### src/verilog/shs_regs.svh
`ifndef SHS_REGS_SVH
`define SHS_REGS_SVH

// Frame geometry
`define SHS_FRAME_SAMPLES   8'd160
`define SHS_LAST_SAMPLE     8'd159
`define SHS_CODED_WORDS     7'd76
`define SHS_LAST_WORD       7'd75
`define SHS_PART_LAST_WORD  7'd24

// Serial word lengths, linear and companded
`define SHS_LIN_BITS        4'd13
`define SHS_COMP_BITS       4'd8

// Homing sample values
`define SHS_HOME_SAMPLE     13'h0001
`define SHS_HOME_WORD16     16'h0008
`define SHS_LSB_PAD         3'h0
`define SHS_BYTE_PAD        8'h00

// Linear bit rate and derived bit period in ref_clk cycles
`define SHS_BIT_RATE_KBPS   104
`define SHS_CLK_PERIOD_NS   20
`define SHS_BIT_CYCLES      (1000000 / (`SHS_BIT_RATE_KBPS * `SHS_CLK_PERIOD_NS))

`endif

### src/verilog/shs_pkg.sv
package shs_pkg;
    typedef logic [15:0] shs_word_t;
    typedef logic [12:0] shs_sample_t;
    typedef logic [7:0]  shs_byte_t;
    typedef logic [7:0]  shs_smp_cnt_t;
    typedef logic [6:0]  shs_cw_cnt_t;
    typedef enum logic [1:0] {
        SHS_DEC_PASS,
        SHS_DEC_HOME_OUT
    } shs_dec_mode_t;
endpackage : shs_pkg

### src/verilog/shs_homing_sync.sv
// How it works
// - Encoder homing frame: 160 samples of value one, 0x0008 left justified.
// - Any homing frame puts the coder core into its home state.
// - Second consecutive encoder homing frame yields the decoder homing frame.
// - After a good full decoder homing frame, a partial match in the next frame resets too.
// - Input is an unmarked serial stream of 13-bit words (8-bit in companded mode) at 104 kbit/s.
// - Linear samples travel as 16-bit words, left justified, low 3 bits zero.
// - Each coded frame is 76 words, right justified in 16 bits.
// - Companded mode carries 8-bit samples; no bit alignment search needed.
// - Companded frames hold 160 one-byte samples; coded words stay 16-bit.
// - Decoder output samples are 13 bits left justified in 16 bits.
`timescale 1ns/1ps
`include "shs_regs.svh"
module shs_homing_sync #(
    parameter int              FIFO_DEPTH = 32,
    parameter logic [7:0]      HOME_BYTE  = 8'hd5,
    parameter shs_pkg::shs_word_t DHF_WORDS [76] = '{default: 16'h0000}
) (
    input  wire logic                ref_clk,
    input  wire logic                sys_rst,
    input  wire logic                ser_clk_pin,
    input  wire logic                ser_data_pin,
    input  wire logic                comp_mode_pin,
    output shs_pkg::shs_word_t       enc_core_sample,
    output logic                     enc_core_sample_valid,
    output logic                     enc_core_home,
    input  wire shs_pkg::shs_word_t  enc_core_word,
    input  wire logic                enc_core_word_valid,
    output logic                     enc_core_word_ready,
    output shs_pkg::shs_word_t       coded_word,
    output logic                     coded_valid,
    input  wire logic                coded_ready,
    input  wire shs_pkg::shs_word_t  dec_in_word,
    input  wire logic                dec_in_valid,
    input  wire logic                dec_in_bad_frame,
    output logic                     dec_core_home,
    input  wire shs_pkg::shs_sample_t dec_core_sample,
    input  wire logic                dec_core_sample_valid,
    output shs_pkg::shs_word_t       dec_out_sample,
    output logic                     dec_out_valid
);
    import shs_pkg::*;

    // Pin synchronisers, two stages; serial clock gets three so edge detect skips the first
    logic [2:0] sclk_sync_q;
    logic [1:0] sdat_sync_q;
    logic [1:0] mode_sync_q;
    always_ff @(posedge ref_clk) begin
        if (sys_rst) begin
            sclk_sync_q <= '0;
            sdat_sync_q <= '0;
            mode_sync_q <= '0;
        end else begin
            sclk_sync_q <= {sclk_sync_q[1:0], ser_clk_pin};
            sdat_sync_q <= {sdat_sync_q[0], ser_data_pin};
            mode_sync_q <= {mode_sync_q[0], comp_mode_pin};
        end
    end

    // Bit strobe and word length select
    wire       bit_stb   = sclk_sync_q[1] && !sclk_sync_q[2];
    wire       sdat      = sdat_sync_q[1];
    wire       comp_mode = mode_sync_q[1];
    wire [3:0] word_bits = comp_mode ? `SHS_COMP_BITS : `SHS_LIN_BITS;

    // deserialiser counts its own word boundaries
    logic [3:0]  bit_cnt_q;
    logic [11:0] shift_q;
    wire         word_done = bit_stb && (bit_cnt_q == word_bits - 4'd1);
    wire [12:0]  new_word  = {shift_q, sdat};
    always_ff @(posedge ref_clk) begin
        if (sys_rst) begin
            bit_cnt_q <= '0;
            shift_q   <= '0;
        end else if (bit_stb) begin
            shift_q   <= new_word[11:0];
            bit_cnt_q <= word_done ? 4'd0 : bit_cnt_q + 4'd1;
        end
    end

    // homing sample test, linear or companded byte
    wire is_home_smp = comp_mode ? (new_word[7:0] == HOME_BYTE)
                                 : (new_word == `SHS_HOME_SAMPLE);

    // left justify linear; one byte per companded sample
    wire shs_word_t smp_word = comp_mode ? {`SHS_BYTE_PAD, new_word[7:0]}
                                         : {new_word, `SHS_LSB_PAD};

    // Sample counter and homing accumulation per frame
    shs_smp_cnt_t smp_cnt_q;
    logic         home_acc_q;
    logic         prev_home_q;
    wire          frame_end  = word_done && (smp_cnt_q == `SHS_LAST_SAMPLE);
    wire          frame_home = home_acc_q && is_home_smp;
    always_ff @(posedge ref_clk) begin
        if (sys_rst) begin
            smp_cnt_q   <= '0;
            home_acc_q  <= 1'b1;
            prev_home_q <= 1'b0;
        end else if (word_done) begin
            smp_cnt_q  <= frame_end ? '0 : smp_cnt_q + 8'd1;
            home_acc_q <= frame_end ? 1'b1 : frame_home;
            if (frame_end) prev_home_q <= frame_home;
        end
    end

    // Sample to coder core, registered
    always_ff @(posedge ref_clk) begin
        if (sys_rst) begin
            enc_core_sample       <= '0;
            enc_core_sample_valid <= 1'b0;
            enc_core_home         <= 1'b0;
        end else begin
            enc_core_sample_valid <= word_done;
            if (word_done) enc_core_sample <= smp_word;
            enc_core_home <= frame_end && frame_home;
        end
    end

    // Coded word path; substitution runs until the end of the current 76-word coded frame
    shs_cw_cnt_t cw_cnt_q;
    logic        enc_sub_q;
    logic        fifo_in_ready;
    wire         cw_take = enc_core_word_valid && fifo_in_ready;
    wire         cw_last = cw_take && (cw_cnt_q == `SHS_LAST_WORD);
    // second homing frame in a row swaps in the homing pattern
    wire         sub_set = frame_end && frame_home && prev_home_q;
    // core words are already right justified; passed unchanged
    wire shs_word_t fifo_in_word = enc_sub_q ? DHF_WORDS[cw_cnt_q]
                                             : enc_core_word;
    assign enc_core_word_ready = fifo_in_ready;

    // Set wins over the end-of-frame clear
    always_ff @(posedge ref_clk) begin
        if (sys_rst) begin
            cw_cnt_q  <= '0;
            enc_sub_q <= 1'b0;
        end else begin
            if (cw_take) cw_cnt_q <= cw_last ? '0 : cw_cnt_q + 7'd1;
            if (sub_set) enc_sub_q <= 1'b1;
            else if (cw_last) enc_sub_q <= 1'b0;
        end
    end

    // Output buffer; back-pressure stalls the coder core
    shs_fifo #(
        .WIDTH (16),
        .DEPTH (FIFO_DEPTH)
    ) u_fifo (
        .ref_clk   (ref_clk),
        .sys_rst   (sys_rst),
        .in_valid  (enc_core_word_valid),
        .in_ready  (fifo_in_ready),
        .in_data   (fifo_in_word),
        .out_valid (coded_valid),
        .out_ready (coded_ready),
        .out_data  (coded_word)
    );

    // Decoder homing detection over the 76 input words
    shs_cw_cnt_t dw_cnt_q;
    logic        full_acc_q;
    logic        part_acc_q;
    logic        armed_q;
    wire         dw_match  = (dec_in_word == DHF_WORDS[dw_cnt_q]);
    wire         dw_end    = dec_in_valid && (dw_cnt_q == `SHS_LAST_WORD);
    wire         full_hit  = full_acc_q && dw_match;
    wire         part_hit  = (dw_cnt_q > `SHS_PART_LAST_WORD) ? part_acc_q
                                                              : part_acc_q
                                                                && dw_match;
    // partial frame suffices once armed by a good full one
    wire         dec_home  = dw_end && (full_hit || (armed_q && part_hit));
    always_ff @(posedge ref_clk) begin
        if (sys_rst) begin
            dw_cnt_q   <= '0;
            full_acc_q <= 1'b1;
            part_acc_q <= 1'b1;
            armed_q    <= 1'b0;
        end else if (dec_in_valid) begin
            dw_cnt_q   <= dw_end ? '0 : dw_cnt_q + 7'd1;
            full_acc_q <= dw_end ? 1'b1 : full_hit;
            part_acc_q <= dw_end ? 1'b1 : part_hit;
            if (dw_end) armed_q <= full_hit && !dec_in_bad_frame;
        end
    end

    // Decoder output mode for the next 160 samples
    shs_dec_mode_t dmode_q;
    shs_smp_cnt_t  ds_cnt_q;
    wire           ds_last = dec_core_sample_valid &&
                             (ds_cnt_q == `SHS_LAST_SAMPLE);
    // left justified 13-bit sample; homing output is 0x0008
    wire shs_word_t dec_word = (dmode_q == SHS_DEC_HOME_OUT) ?
                               `SHS_HOME_WORD16 :
                               {dec_core_sample, `SHS_LSB_PAD};
    always_ff @(posedge ref_clk) begin
        if (sys_rst) begin
            dmode_q  <= SHS_DEC_PASS;
            ds_cnt_q <= '0;
        end else begin
            // Span restarts at the reset pulse, not at a free count
            if (dec_home)
                ds_cnt_q <= '0;
            else if (dec_core_sample_valid)
                ds_cnt_q <= ds_last ? '0 : ds_cnt_q + 8'd1;
            if (dec_home) dmode_q <= SHS_DEC_HOME_OUT;
            else if (ds_last) dmode_q <= SHS_DEC_PASS;
        end
    end

    // Registered decoder outputs
    always_ff @(posedge ref_clk) begin
        if (sys_rst) begin
            dec_out_sample <= '0;
            dec_out_valid  <= 1'b0;
            dec_core_home  <= 1'b0;
        end else begin
            dec_out_valid <= dec_core_sample_valid;
            if (dec_core_sample_valid) dec_out_sample <= dec_word;
            dec_core_home <= dec_home;
        end
    end
endmodule : shs_homing_sync

### src/verilog/shs_fifo.sv
`timescale 1ns/1ps
module shs_fifo #(
    parameter int WIDTH = 16,
    parameter int DEPTH = 32,
    parameter int AW    = $clog2(DEPTH)
) (
    input  wire logic             ref_clk,
    input  wire logic             sys_rst,
    input  wire logic             in_valid,
    output logic                  in_ready,
    input  wire logic [WIDTH-1:0] in_data,
    output logic                  out_valid,
    input  wire logic             out_ready,
    output logic      [WIDTH-1:0] out_data
);
    logic [WIDTH-1:0] mem_q [DEPTH];
    logic [AW:0]      wr_q;
    logic [AW:0]      rd_q;
    wire              empty = (wr_q == rd_q);
    wire              full  = (wr_q[AW] != rd_q[AW]) &&
                              (wr_q[AW-1:0] == rd_q[AW-1:0]);
    wire              push  = in_valid && !full;
    wire              pop   = out_valid && out_ready;

    // Honest flags; full stalls the writer
    assign in_ready  = !full;
    assign out_valid = !empty;
    assign out_data  = mem_q[rd_q[AW-1:0]];

    // Storage, no reset needed for data
    always_ff @(posedge ref_clk) begin
        if (push) begin
            mem_q[wr_q[AW-1:0]] <= in_data;
        end
    end

    // Pointers with wrap bit
    always_ff @(posedge ref_clk) begin
        if (sys_rst) begin
            wr_q <= '0;
            rd_q <= '0;
        end else begin
            if (push) wr_q <= wr_q + 1'b1;
            if (pop)  rd_q <= rd_q + 1'b1;
        end
    end
endmodule : shs_fifo

### config.mk
export PLATFORM = sky130hd
export DESIGN_NAME = shs_homing_sync
export DESIGN_NICKNAME = d
export VERILOG_FILES = /design/src/verilog/shs_pkg.sv /design/src/verilog/shs_homing_sync.sv /design/src/verilog/shs_fifo.sv
export VERILOG_INCLUDE_DIRS = /design/src /design/src/verilog
export SDC_FILE = /design/constraint.sdc
export NUM_CORES = 1
export LEC_CHECK = 0
export ABC_AREA = 1
export ABC_CLOCK_PERIOD_IN_PS = 3200
export BUFFER_PORTS_ARGS = -buffer_cell sky130_fd_sc_hd__buf_2
export CORE_ASPECT_RATIO = 0.9
export CORE_MARGIN = 1.5
export CORE_UTILIZATION = 64
export CTS_BUF_LIST = sky130_fd_sc_hd__clkbuf_8
export DETAILED_ROUTE_END_ITERATION = 12
export PLACE_DENSITY = 0.81
export SLEW_MARGIN = 0
export SYNTH_ARGS = -nofsm -noshare
export SYNTH_HDL_FRONTEND = slang
export SYNTH_SLANG_ARGS = --single-unit
### constraint.sdc
create_clock -name ref_clk -period 3.2 [get_ports ref_clk]
set_clock_uncertainty 0.15 [all_clocks]
set_input_delay 0.48 -clock ref_clk [delete_from_list [all_inputs] [get_ports ref_clk]]
set_output_delay 0.48 -clock ref_clk [all_outputs]
set_load 0.1 [all_outputs]
==> run summary, run 1 <==
The run finished, with violations left. The checks that failed: negative setup slack. Leaving out fill and tap cells, the most frequent cells in the layout are 706 x sky130_fd_sc_hd__nand2_1, 512 x sky130_fd_sc_hd__edfxtp_1, 380 x sky130_fd_sc_hd__nand3_1. The initial utilization of the core area, before any placement, comes to 64.8%. Synthesis produced 2,379 cells.

The cell taking the most area after synthesis is sky130_fd_sc_hd__edfxtp_1. The tools report the largest net degree at the start of global routing as 55. Clock tree synthesis selected as its root buffer the cell sky130_fd_sc_hd__clkbuf_8. The async set-reset flop share out of synthesis was 0%; the synthesized cell area was 0.0256 mm². The worst-margin pin slew came out at 907 ps. The tools report the via count of the first global-routing pass as 18,900. The wire-length estimate of the detail-placed layout is 36.0 mm. By area the synthesized netlist is led by sky130_fd_sc_hd__edfxtp_1 60%, sky130_fd_sc_hd__nand2_1 10%, sky130_fd_sc_hd__dfxtp_1 8.6%. For this run, the leading register cell type out of synthesis is sky130_fd_sc_hd__edfxtp_1. The worst setup path is of the reg -> out kind. The synthesis-stage register bit count was 622. The run gives 0 as the initial antenna violation count. The initialized floorplan defines 69 standard-cell rows.

The run gives 0.868 as the final RePlAce weighted congestion. Summed over all cells, the static leakage comes to 0.0114 µW. Summed over all layers, the global routing overflow is 0. The total wirelength of the detailed-routed design was 73.6 mm.

TritonCTS built the clock tree. Once detail routing completed, the nets flagged for antenna violations numbered 0. Clock tree synthesis inserted a total of 94 buffers.

The pre-antenna-repair detailed-routing pass consisted of 7 iterations. STA classifies the critical path startpoint as a register. Maximum ir drop on the vdd rail: 0.419 mV.

For this run, the number of Yosys warnings is 0. The synthesized design devotes to its leading area cell type 60.1% of total area. The first global-routing pass estimated 104 mm of wire. Leaving out fill and tap cells, the most frequent cell in the layout is sky130_fd_sc_hd__nand2_1.

The fraction of the yosys area taken by sequential cells is 68.7%, and the clock insertion delay at the later pin of the skew report is 670 ps. The count of cell types in the netlist was 44; the number of DRC markers after the initial detailed-route iteration was 3,082. Setup violations remaining at the end of the flow were counted as 5. The tools report the global-route usage over all layers as 34.2%. The max-slew violation total from the final report was 0; the largest fanout on the critical path was 16.

The clock passes through at most 3 buffers. Maximum clock rate: 306 MHz. The floorplan die area was 0.0412 mm²; the width of the die was 214 µm.

Overall power consumption after layout is estimated at 18,700 µW. The tools report the worst endpoint required time as 2570 ps. The area growth from synthesis to layout came out at 17.6%.

The fraction of final layout cells sized beyond drive strength 1 is 16.6%, and the count of clock tree sinks is 622. Counting flops with a built-in enable in the synthesized netlist gives 512. Type of the worst min-delay path: in -> reg. In this run the tool buffered the top-level ports with 105 buffer cells.

The data arrival time at the worst-slack endpoint is 2640 ps. Setup repair after global routing could not meet its margin everywhere. The via count is 19,800, and the post-route worst setup slack is -71.0 ps. On the final layout, the worst hold slack is 71.9 ps.

Across the run, the number of max-cap violations was 0. The routed design could run at a clock period as short as 3270 ps. The run gives 0 as the DRC violation count after routing. Number of placed I/O pins: 109. The headroom to the max-slew limit is 39.4%, and the post-detailed-route wirelength per cell is 23.2 µm.

The die is 193 µm tall. In the finished design, the share of the clock period the worst path needs comes to 102%. The clock tree synthesis step divided the H-tree into 3 levels. The repair_antennas step left the layout with diodes totalling 0. STA classifies the critical path endpoint as a primary output. The vias per cell works out to 6.24. The synthesized area divided by synthesized cell count is 10.8 µm², and the clock input transition at the sequential cells of the worst setup and hold paths is 60 ps. In the final design database the tool counted 2,633 nets. The hold violation count in the final report was 0. The tools report the area inside the core boundary as 0.0395 mm².

Power spread over the standard cell area amounts to 621 mW/mm².
## per-layer routing
layer,part of all wire (%),global-route usage (%),up-vias
li1,-,-,8587
met4,5.5,18.4,0
met2,47,56.0,1629
met3,13,7.70,320
met1,34,42.9,9230
met5,0,0,-
## stage by stage
step                      util [%]  setup TNS, ps  setup WS (ps)  instances  instance area (µm²)
after CTS                     74.9          -18.2          -9.69       3152                29600
final                         76.3           -211          -71.0       3169                30100
after floorplan                  -              0            391       2381                25600
after global routing          76.3           -456           -126       3169                30100
after detailed placement      68.8              0            495       2948                27100
after global placement        68.8              0            508       2948                27100
## final cells by class
class	instances	area (µm²)
sequential	622	17600
fill	2317	9370
multi-input combinational	1524	7220
timing repair buffer	226	2440
clock buffer	101	1390
tap	532	666
inverter	95	395
clock inverter	65	327
timing repair inverter	4	50.0
## critical path: stages, from the launching register on
cell	delay, ps
sky130_fd_sc_hd__dfxtp_4	380
sky130_fd_sc_hd__buf_12	180
sky130_fd_sc_hd__buf_16	170
sky130_fd_sc_hd__nand2_1	80
sky130_fd_sc_hd__nand3_1	90
sky130_fd_sc_hd__nand3_1	100
sky130_fd_sc_hd__nand2_1	110
sky130_fd_sc_hd__nand2_1	70
sky130_fd_sc_hd__nand2_1	300
sky130_fd_sc_hd__nor2_2	90
sky130_fd_sc_hd__a21oi_2	170
sky130_fd_sc_hd__buf_12	190
## timing repair
action	CTS	global route
hold endpoints to repair	19	0
buffers inserted	6	3
pin swaps	5	9
hold buffers	19	0
gates resized for setup	33	44
setup endpoints to repair	16	16
gates cloned	13	14
## Yosys cell counts, types with 4 or more instances
cell type / n
sky130_fd_sc_hd__inv_1: 84
sky130_fd_sc_hd__xor2_1: 16
sky130_fd_sc_hd__edfxtp_1: 512
sky130_fd_sc_hd__buf_6: 4
sky130_fd_sc_hd__nor2_2: 4
sky130_fd_sc_hd__inv_2: 9
sky130_fd_sc_hd__ha_1: 11
sky130_fd_sc_hd__a21oi_1: 141
sky130_fd_sc_hd__buf_1: 18
sky130_fd_sc_hd__dfxtp_1: 110
sky130_fd_sc_hd__clkbuf_1: 39
sky130_fd_sc_hd__o21ai_0: 30
sky130_fd_sc_hd__nand4_1: 15
sky130_fd_sc_hd__buf_2: 72
sky130_fd_sc_hd__o31ai_1: 22
sky130_fd_sc_hd__o31ai_2: 5
sky130_fd_sc_hd__o21ai_1: 6
sky130_fd_sc_hd__nor2_1: 134
sky130_fd_sc_hd__nor3_1: 11
sky130_fd_sc_hd__nand3_1: 382
sky130_fd_sc_hd__xnor2_1: 5
sky130_fd_sc_hd__buf_4: 7
sky130_fd_sc_hd__nand2_2: 5
sky130_fd_sc_hd__nand2_1: 712
## path summary, 6_finish.rpt
path	end	from	depth (start not counted)	slack (ps)
setup reg to reg	u_fifo.mem_q[11][13]$_DFFE_PP_	u_fifo.wr_q[2]$_SDFFE_PP0P_	10	570
hold reg to reg	sdat_sync_q[1]$_SDFF_PP0_	sdat_sync_q[0]$_SDFF_PP0_	2	250
hold / removal	u_fifo.wr_q[5]$_SDFFE_PP0P_	enc_core_word_valid	3	70
setup / recovery	coded_word[9]	register	11	-70
## flip-flops by register name, summed over array words and instances (netlist names), 3 cells and up, named ones only
name and flops:
u_fifo.mem_q 512, shift_q 12, u_fifo.rd_q 6, sclk_sync_q 3, dec_out_sample 13, smp_cnt_q 8
dw_cnt_q 7, enc_core_sample 16, bit_cnt_q 4, cw_cnt_q 7, u_fifo.wr_q 6, ds_cnt_q 8
## logic make-up (layout without fill, tap and decap cells)
| logic type | after synthesis | in the layout | share of synthesized area (%) |
|---|---|---|---|
| compound gates | 209 | 209 | 4.52 |
| xor+xnor | 22 | 22 | 0.783 |
| fa+ha+maj | 11 | 11 | 0.538 |
| buf+inv | 235 | 491 | 4.03 |
| flops | 622 | 622 | 68.7 |
| mux | 2 | 2 | 0.0783 |
| other cells | 1 | 3 | 0.0147 |
| simple gates | 1277 | 1277 | 21.3 |
## power breakdown
| part | internal [µW] | switching (µW) |
|---|---|---|
| sequential | 8830 | 59.3 |
| clock | 3060 | 3080 |
| combinational | 1210 | 2420 |
| total | 13100 | 5560 |
No activity file was read; power rests on OpenSTA's default activity.
==> inputs of run 2 (changes only) <==
RECOVER_POWER = 50   (was unset)
==> run 2 against run 1 <==
Against the previous run:
- combinational power barely moved
- highest routed layer unchanged
- clock-buffer cell count did not move
- final area fell by 0.36%
- the flow finishes with violations (max-capacitance violations, max-slew violations, negative setup slack)
- via count fell by 0.40%
- worst setup slack improved by 2.0 ps
- critical path depth did not move
- clock power barely moved
- non-clock buffer count did not move
==> run summary, run 2 (synthesis gave the netlist of run 1 again) <==
The maximum clock rate came out at 306 MHz. The initial antenna violation count was 0. The total area of multi-input combinational cells was 0.00718 mm². The most common library cell in the layout ignoring fill and taps is sky130_fd_sc_hd__nand2_1.

Counting every sink on the clock net gives 622. After detailed routing, the number of remaining DRC violations is 0. The fraction of final layout cells sized beyond drive strength 1 is 15.6%. In this run the tightest slew margin relative to its limit is -44.0%. Walking the worst path, the cells encountered are buf_12, buf_16, nand2_1, nand3_1, nand3_1, nand2_1, nand2_1, nand2_1, nor2_2, a21oi_2, buf_12. Once placement completed, the tool counted placed cells totaling 2,948.

The clock tree root driver cell is sky130_fd_sc_hd__clkbuf_8. The maximum ir drop on the vdd rail came out at 0.418 mV. In this run, the number of DRC markers left after iteration 0 of detailed routing was 2,961.

The number of detailed-route iterations in the first pass came out at 7. In this design, the stage delay of the slowest critical-path cell is 380 ps. Routability-driven placement finished with a final weighted congestion of 0.868. The register with the most flip-flops in the layout has 512 of them. For the H-tree depth, the log shows 3.

Counting I/O delays and the setup requirement, the final critical path takes 3270 ps. At the worst endpoint, the required time is 2570 ps. Once detailed placement completed, the half-perimeter wirelength came to 36.0 mm. The tools report the leakage power as 0.0113 µW. The critical path is of the reg -> out type. The post-detailed-route wirelength per cell is 23.2 µm. The final reports fail on max-capacitance violations, max-slew violations, negative setup slack. Summed over all layers, the routed wires come to 73.5 mm.

TritonCTS built the clock tree. The logs give 2,347 for the total of fill cells in the finished design and 7 for the count of final setup violators. The clock input transition at the sequential cells of the worst setup and hold paths came out at 60 ps.

The largest fanout on the critical path was 16. The run gives 0.0412 mm² as the floorplan die area. The number of antenna diodes in the final layout is 0. The total overflow left after global routing is 0. Type of the worst min-delay path: in -> reg.

The finished layout holds 3,169 standard cells, fillers aside. The logs give 34.2% for the global-route usage over all layers and 64.8% for the effective utilization at floorplan. The worst setup path is launched from a register. Ratio of total power to cell area: 623 mW/mm². Entering global routing, the biggest net connects 55 pins.

The logs give 0 for the hold violation count in the final report and 54.7 ps for the final worst hold slack. The flow ran to the end, but the final reports show violations. Dividing the final minimum period by the clock period gives 102%. The total CTS buffers is 94.

The via count was 19,700. Row generation in the floorplan step produced 69 rows. The tools report the first-pass GRT wire length as 104 mm.

In the layout the commonest cells are 708 x sky130_fd_sc_hd__nand2_1, 512 x sky130_fd_sc_hd__edfxtp_1, 380 x sky130_fd_sc_hd__nand3_1. In this run the tool buffered the top-level ports with 105 buffer cells. Data arrives at the worst endpoint at 2640 ps. The post-route worst setup slack was -69.0 ps; the buffer levels on the longest clock path was 3.

The number of placed I/O pins came out at 109. The core region is 0.0395 mm². The run gives 15 as the total of max-cap violations. Setup repair after global routing could not meet its margin everywhere.

The later pin in the worst-skew pair is clocked with a latency of 670 ps. The number of nets in the layout was 2,633. The slowest stage of the critical path is the sky130_fd_sc_hd__dfxtp_4 cell. The width of the die was 214 µm. The most numerous cell on the critical path is sky130_fd_sc_hd__nand2_1. The via count of the first global-routing pass was 18,900; the chip height was 193 µm. The area growth from synthesis to layout works out to 17.2%. The endpoint class of the critical path is a primary output. The count of nets left with antenna violations once routing finished came out at 0. The worst-margin pin slew was 2160 ps; the max-slew violation total from the final report was 504. Using the TritonRoute via totals, the vias-per-cell ratio works out to 6.21. Summing all flip-flop and latch instances after layout gives 0.0176 mm².
run 2: per-stage QoR:
step	area, µm²	worst slack, ps	setup TNS (ps)	util (%)	total power (µW)
6_report	30000	-69.0	-252	76.0	18700
2_1_floorplan	25600	391	0	-	11000
4_1_cts	29600	-9.69	-18.2	74.9	18200
3_5_place_dp	27100	495	0	68.8	11900
5_1_grt	30000	-126	-456	76.0	19100
3_3_place_gp	27100	508	0	68.8	11900
run 2: worst max-delay path: cells and delay by family, from the launching register on:
kind | cells | cell delay, ps
buffers and inverters | 3 | 540
AO/OA/AOI/OAI | 1 | 170
flip-flops | 1 | 380
AND/OR/NAND/NOR | 7 | 850
run 2: power breakdown:
group          leakage, µW  internal [µW]  switching [µW]  total [µW]
clock network     0.000984           3060            3090        6150
registers          0.00551           8840            59.1        8900
logic              0.00481           1200            2420        3610
run 2: path summary, 6_finish.rpt:
path	cells after the start	endpoint	startpoint	slack, ps
hold / removal	3	u_fifo.wr_q[5]$_SDFFE_PP0P_	enc_core_word_valid	50
setup / recovery	11	coded_word[9]	register	-70
setup reg to reg	9	u_fifo.mem_q[11][13]$_DFFE_PP_	u_fifo.wr_q[3]$_SDFFE_PP0P_	290
hold reg to reg	2	sdat_sync_q[1]$_SDFF_PP0_	sdat_sync_q[0]$_SDFF_PP0_	250
run 2: routing by layer:
layer | track usage [%] | vias up | wire length [µm]
met5 | 0 | - | 0
met4 | 18.4 | 0 | 4140
met3 | 7.70 | 319 | 9830
met2 | 56.0 | 1598 | 34700
met1 | 42.9 | 9193 | 24800
li1 | - | 8576 | -
run 2: final cells by class:
| class | count | area share (%) |
|---|---|---|
| timing repair buffer | 226 | 7.93 |
| inverter | 95 | 1.32 |
| clock buffer | 101 | 4.64 |
| timing repair inverter | 4 | 0.167 |
| sequential | 622 | 58.7 |
| clock inverter | 65 | 1.09 |
| multi-input combinational | 1524 | 24.0 |
| tap | 532 | 2.22 |
run 2: what timing repair did:
item | CTS | global route
hold buffers | 19 | 0
endpoints found under the hold margin | 19 | 0
gates resized for setup | 33 | 44
setup endpoints to repair | 16 | 16
pin swaps | 5 | 9
cloned | 13 | 14
setup buffers | 6 | 3
